$ cat config.mk
export PLATFORM = sky130hd
export DESIGN_NAME = tcc_top
export DESIGN_NICKNAME = d
export VERILOG_FILES = /design/src/tcc_pkg.sv /design/src/tcc_chan.sv /design/src/tcc_top.sv
export VERILOG_INCLUDE_DIRS = /design/src /design/src/src
export SDC_FILE = /design/constraint.sdc
export NUM_CORES = 1
export LEC_CHECK = 0
export ABC_CLOCK_PERIOD_IN_PS = 5850
export BUFFER_PORTS_ARGS = -buffer_cell sky130_fd_sc_hd__buf_2
export CAP_MARGIN = 20
export CELL_PAD_IN_SITES_DETAIL_PLACEMENT = 1
export CELL_PAD_IN_SITES_GLOBAL_PLACEMENT = 1
export CORE_ASPECT_RATIO = 0.6
export CORE_MARGIN = 3
export CORE_UTILIZATION = 35
export CTS_BUF_LIST = sky130_fd_sc_hd__clkbuf_16
export DETAILED_ROUTE_END_ITERATION = 7
export GPL_ROUTABILITY_DRIVEN = 1
export GPL_TIMING_DRIVEN = 0
export HOLD_SLACK_MARGIN = 0.12
export PLACE_DENSITY_LB_ADDON = 0.1
export SETUP_SLACK_MARGIN = 0.5
export SKIP_CTS_REPAIR_TIMING = 1
export SYNTH_ARGS = -nofsm -noshare
export SYNTH_HDL_FRONTEND = slang
export SYNTH_SLANG_ARGS = --single-unit
$ cat constraint.sdc
create_clock -name REF_CLK_I -period 5.85 [get_ports REF_CLK_I]
set_clock_uncertainty 0.2 [all_clocks]
set_input_delay 0 -clock REF_CLK_I [delete_from_list [all_inputs] [get_ports REF_CLK_I]]
set_output_delay 0 -clock REF_CLK_I [all_outputs]
set_load 0.005 [all_outputs]
$ cat src/tcc_regs.svh
`ifndef TCC_REGS_SVH
`define TCC_REGS_SVH
// Trace buffer depth in records and its pointer width
`define TCC_BUF_DEPTH   32768
`define TCC_PTR_W       15
// Delayed stop count field
`define TCC_DLY_W       16
`define TCC_DLY_MIN     16'h0001
`define TCC_DLY_RST     16'h0000
// Channel and event counts, address width
`define TCC_NUM_CH      4
`define TCC_NUM_EV      8
`define TCC_EV_IDX_W    3
`define TCC_ADDR_W      24
`endif

$ cat src/tcc_pkg.sv
`include "tcc_regs.svh"
package tcc_pkg;
  typedef enum logic [1:0] {
    TCC_MODE_OFF   = 2'b00,
    TCC_MODE_P2P   = 2'b01,
    TCC_MODE_RANGE = 2'b10,
    TCC_MODE_EVENT = 2'b11
  } tcc_mode_e;
  typedef logic [`TCC_ADDR_W-1:0]   tcc_addr_t;
  typedef logic [`TCC_EV_IDX_W-1:0] tcc_evidx_t;
endpackage

$ cat src/tcc_chan.sv
`timescale 1ns/1ps
`include "tcc_regs.svh"
module tcc_chan
  import tcc_pkg::*;
(
  // Clock and reset
  input  wire logic                   clk_i,
  input  wire logic                   rst_i,
  // Run start and bus cycle
  input  wire logic                   arm_i,
  input  wire logic                   cyc_i,
  input  wire tcc_addr_t              addr_i,
  input  wire logic [`TCC_NUM_EV-1:0] evt_i,
  // Setup
  input  wire tcc_mode_e              mode_i,
  input  wire logic                   cyclic_i,
  input  wire tcc_addr_t              start_addr_i,
  input  wire tcc_addr_t              stop_addr_i,
  input  wire tcc_evidx_t             start_ev_i,
  input  wire tcc_evidx_t             stop_ev_i,
  input  wire tcc_evidx_t             range_ev_i,
  // Capture decision for this bus cycle
  output logic                        cap_o
);
  logic win_q, win_d;
  logic done_q, done_d;
  logic start_hit, stop_hit;

  always_comb begin
    start_hit = 1'b0;
    stop_hit  = 1'b0;
    case (mode_i)
      TCC_MODE_P2P: begin
        start_hit = cyc_i && (addr_i == start_addr_i);
        stop_hit  = cyc_i && (addr_i == stop_addr_i);
      end
      TCC_MODE_EVENT: begin
        start_hit = cyc_i && evt_i[start_ev_i];
        stop_hit  = cyc_i && evt_i[stop_ev_i];
      end
      default: begin
        start_hit = 1'b0;
        stop_hit  = 1'b0;
      end
    endcase
  end

  always_comb begin
    win_d  = win_q;
    done_d = done_q;
    if (arm_i || mode_i == TCC_MODE_OFF || mode_i == TCC_MODE_RANGE) begin
      win_d  = 1'b0;
      done_d = 1'b0;
    end else if (win_q && stop_hit) begin
      win_d  = 1'b0;
      // Without cyclic the window opens once per run
      done_d = !cyclic_i;
    end else if (!win_q && !done_q && start_hit) begin
      win_d = 1'b1;
    end
  end

  always_ff @(posedge clk_i or posedge rst_i) begin
    if (rst_i) begin
      win_q  <= 1'b0;
      done_q <= 1'b0;
    end else begin
      win_q  <= win_d;
      done_q <= done_d;
    end
  end

  // Start and stop cycles both belong to the window
  always_comb begin
    case (mode_i)
      TCC_MODE_OFF:   cap_o = 1'b0;
      TCC_MODE_RANGE: cap_o = cyc_i && evt_i[range_ev_i];
      // A stop hit while the window is shut records nothing
      default:        cap_o = cyc_i && (win_q || (!done_q && start_hit));
    endcase
  end
endmodule // tcc_chan

$ cat src/tcc_top.sv
`timescale 1ns/1ps
`include "tcc_regs.svh"
// Operation
// - With immediate stop on, a selected match halts acquisition then.
// - Immediate and delayed stop are enabled apart; in a shared cycle the immediate stop wins.
// - The four range channels act only while free-running trace is off.
// - Each channel is off, point to point, range or event; off is inert.
// - Point to point runs from the start address to the stop address.
// - Cyclic re-arms start and stop so a later start reopens the window.
// - Range mode records only the cycles matching the selected event.
// - Event mode opens on the start event and closes on the stop event.
// - Event mode with cyclic alternates windows while events recur.
// - A clear empties the one shared trace buffer but keeps a record written in the same cycle.
// - Free trace records every cycle from program start to program halt or an earlier stop.
// - The buffer is a 32768-record ring that overwrites the oldest.
module tcc_top
  import tcc_pkg::*;
#(
  parameter int NUM_CH = `TCC_NUM_CH,
  parameter int NUM_EV = `TCC_NUM_EV
) (
  // Clock and reset
  input  wire logic                     REF_CLK_I,
  input  wire logic                     RST_I,
  // Target bus
  input  wire logic                     RUN_I,
  input  wire logic                     BUS_CYC_I,
  input  wire tcc_addr_t                BUS_ADDR_I,
  input  wire logic [NUM_EV-1:0]        EVT_MATCH_I,
  // Stop setup
  input  wire logic                     FREE_EN_I,
  input  wire logic                     STOP_EN_I,
  input  wire logic [NUM_EV-1:0]        STOP_SEL_I,
  input  wire logic                     DSTOP_EN_I,
  input  wire logic [NUM_EV-1:0]        DSTOP_SEL_I,
  input  wire logic [`TCC_DLY_W-1:0]    DELAY_CNT_I,
  // Range channel setup
  input  wire logic [2*NUM_CH-1:0]      CH_MODE_I,
  input  wire logic [NUM_CH-1:0]        CH_CYCLIC_I,
  input  wire tcc_addr_t [NUM_CH-1:0]   CH_START_ADDR_I,
  input  wire tcc_addr_t [NUM_CH-1:0]   CH_STOP_ADDR_I,
  input  wire tcc_evidx_t [NUM_CH-1:0]  CH_START_EV_I,
  input  wire tcc_evidx_t [NUM_CH-1:0]  CH_STOP_EV_I,
  input  wire tcc_evidx_t [NUM_CH-1:0]  CH_RANGE_EV_I,
  // Buffer control
  input  wire logic                     CLEAR_I,
  // Record strobe and buffer state
  output logic                          REC_WE_O,
  output logic [`TCC_PTR_W-1:0]         REC_PTR_O,
  output logic [`TCC_PTR_W:0]           REC_COUNT_O,
  output logic                          ACQ_O,
  output logic                          HALTED_O,
  output logic                          DLY_BUSY_O
);
  logic                  run_q;
  logic                  acq_q, acq_d;
  logic                  halted_q, halted_d;
  logic                  dly_act_q, dly_act_d;
  logic [`TCC_DLY_W-1:0] dly_q, dly_d;
  logic                  we_q, we_d;
  logic [`TCC_PTR_W-1:0] ptr_q, ptr_d;
  logic [`TCC_PTR_W:0]   cnt_q, cnt_d;
  logic                  run_rise, cyc_live, imm_hit, dly_hit, want;
  logic [NUM_CH-1:0]     ch_cap;

  assign run_rise = RUN_I && !run_q;
  assign cyc_live = BUS_CYC_I && acq_q && RUN_I;
  // Match pulses are taken as aligned with the bus cycle
  assign imm_hit  = STOP_EN_I  && |(EVT_MATCH_I & STOP_SEL_I);
  assign dly_hit  = DSTOP_EN_I && |(EVT_MATCH_I & DSTOP_SEL_I);

  genvar g;
  generate
    for (g = 0; g < NUM_CH; g++) begin : g_ch
      tcc_chan u_chan (
        .clk_i        (REF_CLK_I),
        .rst_i        (RST_I),
        .arm_i        (run_rise),
        .cyc_i        (cyc_live),
        .addr_i       (BUS_ADDR_I),
        .evt_i        (EVT_MATCH_I),
        .mode_i       (tcc_mode_e'(CH_MODE_I[2*g +: 2])),
        .cyclic_i     (CH_CYCLIC_I[g]),
        .start_addr_i (CH_START_ADDR_I[g]),
        .stop_addr_i  (CH_STOP_ADDR_I[g]),
        .start_ev_i   (CH_START_EV_I[g]),
        .stop_ev_i    (CH_STOP_EV_I[g]),
        .range_ev_i   (CH_RANGE_EV_I[g]),
        .cap_o        (ch_cap[g])
      );
    end
  endgenerate

  // Channels are ignored in free trace; free trace takes every cycle
  assign want = FREE_EN_I ? cyc_live
                          : (cyc_live && |ch_cap);

  always_comb begin
    acq_d     = acq_q;
    halted_d  = halted_q;
    dly_act_d = dly_act_q;
    dly_d     = dly_q;
    we_d      = want;
    if (run_rise) begin
      acq_d     = 1'b1;
      halted_d  = 1'b0;
      dly_act_d = 1'b0;
    end else if (!RUN_I) begin
      acq_d     = 1'b0;
      dly_act_d = 1'b0;
    end else if (cyc_live) begin
      // Either stop may end the run first
      if (imm_hit) begin
        acq_d     = 1'b0;
        halted_d  = 1'b1;
        dly_act_d = 1'b0;
      end else if (dly_act_q) begin
        if (dly_q == `TCC_DLY_MIN) begin
          acq_d     = 1'b0;
          halted_d  = 1'b1;
          dly_act_d = 1'b0;
        end
        dly_d = dly_q - `TCC_DLY_MIN;
      end else if (dly_hit) begin
        dly_act_d = 1'b1;
        // A zero count behaves as the least count of one
        dly_d = (DELAY_CNT_I == `TCC_DLY_RST) ? `TCC_DLY_MIN : DELAY_CNT_I;
      end
    end
  end

  // Clear restarts the ring; a record in the same cycle is kept as its first entry
  always_comb begin
    ptr_d = CLEAR_I ? '0 : ptr_q;
    cnt_d = CLEAR_I ? '0 : cnt_q;
    if (we_q) begin
      // Ring pointer wraps, oldest record is overwritten
      ptr_d = ptr_d + `TCC_PTR_W'(1);
      if (cnt_d != (`TCC_PTR_W+1)'(`TCC_BUF_DEPTH)) begin
        cnt_d = cnt_d + (`TCC_PTR_W+1)'(1);
      end
    end
  end

  always_ff @(posedge REF_CLK_I or posedge RST_I) begin
    if (RST_I) begin
      run_q     <= 1'b0;
      acq_q     <= 1'b0;
      halted_q  <= 1'b0;
      dly_act_q <= 1'b0;
      dly_q     <= `TCC_DLY_RST;
      we_q      <= 1'b0;
      ptr_q     <= '0;
      cnt_q     <= '0;
    end else begin
      run_q     <= RUN_I;
      acq_q     <= acq_d;
      halted_q  <= halted_d;
      dly_act_q <= dly_act_d;
      dly_q     <= dly_d;
      we_q      <= we_d;
      ptr_q     <= ptr_d;
      cnt_q     <= cnt_d;
    end
  end

  assign REC_WE_O    = we_q;
  assign REC_PTR_O   = ptr_q;
  assign REC_COUNT_O = cnt_q;
  assign ACQ_O       = acq_q;
  assign HALTED_O    = halted_q;
  assign DLY_BUSY_O  = dly_act_q;
endmodule // tcc_top

== Yosys cells after proc, flatten, opt, wreduce, memory -nomap -nowiden ==
Index checks and enable logic that the tools add are counted.

* Bitwise logic cells: 4
* Equality and inequality tests: 25
* Multiplexer cells: 84
* Add/subtract/negate cells: 3
* Reduce and logical (&&, ||, !) cells: 95
* $lt $le $gt $ge: 12

{| class="wikitable"
|+ Operators with widths
! operator !! number
|-
| $eq A24 B24 Y1 || 8
|-
| $mux W16 || 6
|-
| $mux W1 || 52
|-
| $lt A3 B4 Y1 const B || 12
|-
| $logic_and A1 B1 Y1 || 46
|-
| $bmux W1 S3 || 12
|-
| $mux W15 || 2
|-
| $pmux W1 S2 || 12
|-
| $reduce_bool A3 Y1 || 6
|-
| $add A16 B1 Y16 const B || 1
|-
| $and A8 B8 Y8 || 2
|-
| $eq A16 B1 Y1 const B || 1
|-
| $eq A2 B2 Y1 const B || 8
|-
| $logic_not A16 Y1 || 1
|-
| $ne A16 B16 Y1 const B || 1
|-
| $reduce_or A8 Y1 || 2
|-
| $sub A16 B1 Y16 const B || 1
|-
| $add A15 B1 Y15 const B || 1
|-
| $reduce_bool A2 Y1 || 7
|-
| $logic_not A1 Y1 || 13
|-
| $logic_or A1 B1 Y1 || 12
|-
| $eq A2 B1 Y1 const B || 4
|-
| $logic_not A2 Y1 || 4
|-
| $ne A4 B1 Y1 const B || 2
|-
| 6 further kinds || 7
|}

* Input port bits: 312
* Logic and storage cells: 239
* Bits in registers: 60

== Logic depth before layout (Yosys ltp) ==
* Depth in word-level cells: 11
* Depth in mapped cells: 9
* Depth with buffers taken out: 9

== Cells and area by module ==
A second synthesis with hierarchy kept.

* Cells, all modules: 705
* Area, all modules: 6436.2 µm²

{| class="wikitable"
|+ By module, submodules not included
! module !! area an instance (µm²) !! instances !! cells each
|-
| tcc_top || 3027.9 || 1 || 325
|-
| tcc_chan (g_ch[0].u_chan ...) || 842.1 || 3 || 92
|-
| tcc_chan (g_ch[3].u_chan) || 882.1 || 1 || 104
|}

== Worst setup path before layout ==
OpenSTA, ideal clock, no wires.

* Path kind: reg-to-reg
* From: register cnt_q[0], in the netlist REC_COUNT_O[0]
* To: register cnt_q[15], in the netlist REC_COUNT_O[15]
* Period minus slack after synthesis: 2.293 ns
* Data required time: 5.518 ns
* Path slack: 3.557 ns
* Setup time: 0.132 ns
* Cell stages (with the launch flop): 10
* Arrival: 1.961 ns
* Buffers on the path: 0
* Cells stage by stage: dfrtp_1 nor2b_1 inv_1 ha_1 nor4b_1 a41oi_2 nand3_1 nor4_1 xnor2_1 nor2_1

* Cells in the longest elaborated chain, start to end: 4

{| class="wikitable"
|+ RTL lines
! what !! line !! RTL
|-
| from (decl) || tcc_top.sv:62 || <nowiki>logic [`TCC_PTR_W:0] cnt_q, cnt_d;</nowiki>
|-
| from (signal assigned) || tcc_top.sv:163 || <nowiki>cnt_q <= cnt_d;</nowiki>
|-
| $mux W16 * || tcc_top.sv:135 || <nowiki>cnt_d = CLEAR_I ? '0 : cnt_q;</nowiki>
|-
| $add A16 B1 Y16 or $ne A16 B16 Y1 (tied branches) || tcc_top.sv:140, tcc_top.sv:139 ||
|-
| $mux W16 * || tcc_top.sv:139 || <nowiki>if (cnt_d != (`TCC_PTR_W+1)'(`TCC_BUF_DEPTH)) begin</nowiki>
|-
| $mux W16 * || tcc_top.sv:136 || <nowiki>if (we_q) begin</nowiki>
|-
| net cnt_d[15] || tcc_top.sv:62 ||
|}

Mark *: on every way through the listed nets, which the timed path passes. The rest lies on a longest branch.
A chain may end at the register's enable or synchronous reset.

== Worst setup path after layout ==
* From: register acq_q, in the netlist ACQ_O
* To: register g_ch[2].u_chan.win_q

* Cells in the longest elaborated chain, start to end: 7

{| class="wikitable"
|+ RTL lines
! what !! line !! RTL
|-
| from (decl) || tcc_top.sv:56 || <nowiki>logic acq_q, acq_d;</nowiki>
|-
| from (signal assigned) || tcc_top.sv:157 || <nowiki>acq_q <= acq_d;</nowiki>
|-
| $logic_and A1 B1 Y1 * (2 in a row) || tcc_top.sv:67 || <nowiki>assign cyc_live = BUS_CYC_I && acq_q && RUN_I;</nowiki>
|-
| $logic_and A1 B1 Y1 (on tied branches) || tcc_chan.sv:39, tcc_chan.sv:35 ||
|-
| $pmux W1 S2 || tcc_chan.sv:32 || <nowiki>case (mode_i)</nowiki>
|-
| $logic_and A1 B1 Y1 || tcc_chan.sv:54 || <nowiki>end else if (win_q && stop_hit) begin</nowiki>
|-
| $mux W1 || tcc_chan.sv:54 ||
|-
| $mux W1 || tcc_chan.sv:51 || <nowiki>if (arm_i || mode_i == TCC_MODE_OFF || mode_i == TCC_MODE_RANGE) begin</nowiki>
|-
| to (signal assigned) || tcc_chan.sv:68 || <nowiki>win_q <= win_d;</nowiki>
|-
| to (decl) || tcc_chan.sv:25 || <nowiki>logic win_q, win_d;</nowiki>
|}

Mark *: on every way between the ends. The rest lies on a longest branch, timed or not.

==> flow_summary.toml <==
[outcome]
status = "finished, final reports clean"

[sta]
max_slew_margin_pct = 37.86
clock.fmax_mhz = 254.1
setup_violations = 0
fin_setup_tns_ps = 0
hold_violations = 0
fin_crit_sh_pct = 67.27
rsz0062_at_grt = "false"
worst_pin_slew_ps = 923.6
slew_violations = 0
post-route-min-period_ps = 3936

[synthesis]
synth_flop_cell = "dfrtp_1"
yosys.cell_count.top_type = "xor2_1"
yosysTopAreaCellShare_pct = 23.21
synth_fp_nets = 1048
yosys.area_share.adder_pct = 0.9669
synth.cell_area_sq_mm = 0.006470
yosysTopAreaCell = "dfrtp_1"
synth_cell_types = 64
synth-xor-area-share_pct = 28.97
synthTopCellsByArea = "dfrtp_1 (23%), xor2_1 (16%), xnor2_1 (13%), nor4_1 (3.6%), mux4_2 (3.5%)"
synth_top_family_by_area = "XOR/XNOR gates"
synth-edff-count = 0
async_flop_share_pct = 100.0
synthCells = 731
synth-simple-area-share_pct = 20.85
yosys_register_bits = 60
seq_area_frac_synth_pct = 23.21
ys_warn_count = 0
synth_compound_area_share_pct = 11.22
synth.mux.area_fraction_pct = 9.921
yosys-top-cells-count = "xor2_1 (118), xnor2_1 (96), dfrtp_1 (60)"
synth.avg_cell_area_sq_um = 8.851

[worst_setup_path]
crit_fanout = 10
critPathMaxStageDelay_ps = 640
cp_num_buf_inv = 3
worstSetupStartpointType = "flip-flop"
critPathArrivalTime_ps = 4000
crit_slowest_cell = "o41ai_1"
cp_common_cell = "dlygate4sd3_1"
critPathKind = "reg -> reg"
crit_required_ps = 5920
worst_setup_path_end_kind = "flip-flop"
path_cells = "and3_1 > clkbuf_1 > nand4_1 > o41ai_1 > nand3_1 > dlygate4sd3_1 > a31oi_1 > dlygate4sd3_1"
path_delay_family = "buffers and inverters"

[routing]
drt_iter0_drc = 492
dr.pass1.iters = 5
vias = 7386
drt.antenna.violating_nets = 0
routed_via_density = 5.479
totalWireLength_microns = 30440
route.detailed.drc = 0
wire_per_inst_microns = 22.58

[clock_network]
clk_latency_ps = 330
clock-sinks = 60
ctsHtreeMaxLevel = 3
clockRootBuffer = "clkbuf_16"
cts_made_buffers = 9
cts_tree = "built"
cts.clk_slew.worst_paths_ps = 60
clock_path_buffers = 2

[floorplanning]
initial_core_util_pct = 36.68
die_x_microns = 181.5
rows = 37
core-area_sq_mm = 0.01764
die_h_microns = 111.3
die-area_sq_mm = 0.02021
io_pins = 347

[grt]
grt_overflow_total = 0
antenna_found_initial = 3
grt_pass1_vias = 7303
grt_use_total_pct = 28.30
grt_max_degree = 61
grt_pass1_wl_microns = 44150

[power]
peakVddDrop_mv = 0.1082
power_density_mw_per_mm2 = 171.7
p_leak_nw = 4.164

[job]
maxCapViolations = 0

[placement]
placed_cell_area_sq_mm = 0.008377
gp_congestion = 0.8411
placedCellCount = 1287
dp_hpwl_microns = 24690
place.port_buffers = 322

[finish]
fin_cells = 1348
fill_cells = 2193
fin_area_sq_mm = 0.009111
nets = 1423
drive_gt1_share_pct = 35.37
syn2layout_area_growth_pct = 40.82

[hold_path]
hold_path.class = "in -> reg"
==> state kept, by name (all words and copies together) (netlist names) <==
name	count
HALTED_O	1
g_ch.u_chan.done_q	4
REC_PTR_O	15
REC_WE_O	1
DLY_BUSY_O	1
run_q	1
ACQ_O	1
g_ch.u_chan.win_q	4
REC_COUNT_O	16
dly_q	16
==> final cells by class <==
class | count | area [sq um] | share of cell area [%]
clock buffers | 9 | 225.2 | 2.472
clock inverters | 7 | 81.33 | 0.8926
diodes | 3 | 7.507 | 0.08239
well taps | 234 | 292.8 | 3.213
repair buffers | 364 | 2032 | 22.30
inverters | 21 | 81.33 | 0.8926
multi-input cells | 607 | 4653 | 51.07
plain buffers | 43 | 236.5 | 2.595
flip-flops and latches | 60 | 1501 | 16.48
==> worst register-to-register path, delay by kind of cell, from the launching register on <==
| kind | cells | cell delay (ps) |
|---|---|---|
| and+or+nand+nor | 3 | 820 |
| AOI/OAI and AO/OA | 2 | 770 |
| DFF | 1 | 420 |
| buffers and inverters | 3 | 1660 |
==> path summary, 6_finish.rpt <==
check,endpoint,slack [ps],from,cells past startpoint
worst max-delay path,g_ch[2].u_chan.win_q,1910,ACQ_O,8
worst min-delay path,HALTED_O,100,STOP_SEL_I[5],6
worst max register to register,g_ch[2].u_chan.win_q,1910,ACQ_O,8
worst min register to register,HALTED_O,300,HALTED_O,2
max in group asynchronous,REC_PTR_O[0],4760,RST_I,3
min in group asynchronous,dly_q[12],190,RST_I,3
==> cell usage in the layout, fill, tap and decap left out, types with 7 or more instances in the layout <==
| master | synthesis | routed |
|---|---|---|
| o22ai_1 | 12 | 12 |
| xor2_1 | 118 | 118 |
| mux2i_1 | 15 | 15 |
| nor4_1 | 37 | 37 |
| nor3_1 | 12 | 12 |
| buf_2 | 24 | 346 |
| nand4_1 | 34 | 34 |
| nor2b_1 | 13 | 13 |
| mux4_1 | 8 | 8 |
| nor2_1 | 36 | 36 |
| clkbuf_1 | 11 | 11 |
| a21oi_1 | 25 | 25 |
| dfrtp_1 | 60 | 60 |
| o21ai_0 | 21 | 21 |
| mux4_2 | 10 | 10 |
| nand3_1 | 25 | 25 |
| or3_1 | 10 | 10 |
| dlygate4sd3_1 | 0 | 42 |
| xnor2_1 | 96 | 96 |
| clkbuf_16 | 0 | 9 |
| nand2b_1 | 7 | 7 |
| nand2_1 | 34 | 34 |
| a31oi_1 | 9 | 9 |
| inv_1 | 21 | 20 |
==> through the flow <==
| stage | worst slack [ps] | hold slack, ps | utilization [%] | power [mW] |
|---|---|---|---|---|
| finish | 1914 | 104.8 | 51.66 | 1.564 |
| global route | 1740 | 167.4 | 51.64 | 1.649 |
| CTS | 2934 | -358.0 | 49.23 | 1.549 |
| detailed placement | 2959 | -13.59 | 47.49 | 0.9843 |
| global placement | 2971 | -18.66 | 47.48 | 0.9714 |
| floorplan | 3557 | -168.6 | - | 0.7661 |
==> cell families after synthesis <==
| kind of cell | count (synthesis) |
|---|---|
| xor+xnor | 214 |
| buf+inv | 64 |
| compound gates | 107 |
| simple gates | 243 |
| mux | 38 |
| fa+ha+maj | 5 |
| flops | 60 |
==> report_power, final <==
part | internal (mW) | switching (mW)
logic | 0.254 | 0.263
clock network | 0.367 | 0.191
registers | 0.447 | 0.0423
total | 1.07 | 0.496
==> metal layers <==
layer	share of wire, %	wire, microns	GRT usage (%)
met4	0.51	155	3.347
met2	45	13660	43.50
met3	6.9	2104	5.508
met5	0.023	7	0
met1	48	14520	42.44
No activity file was read; power rests on OpenSTA's default activity.
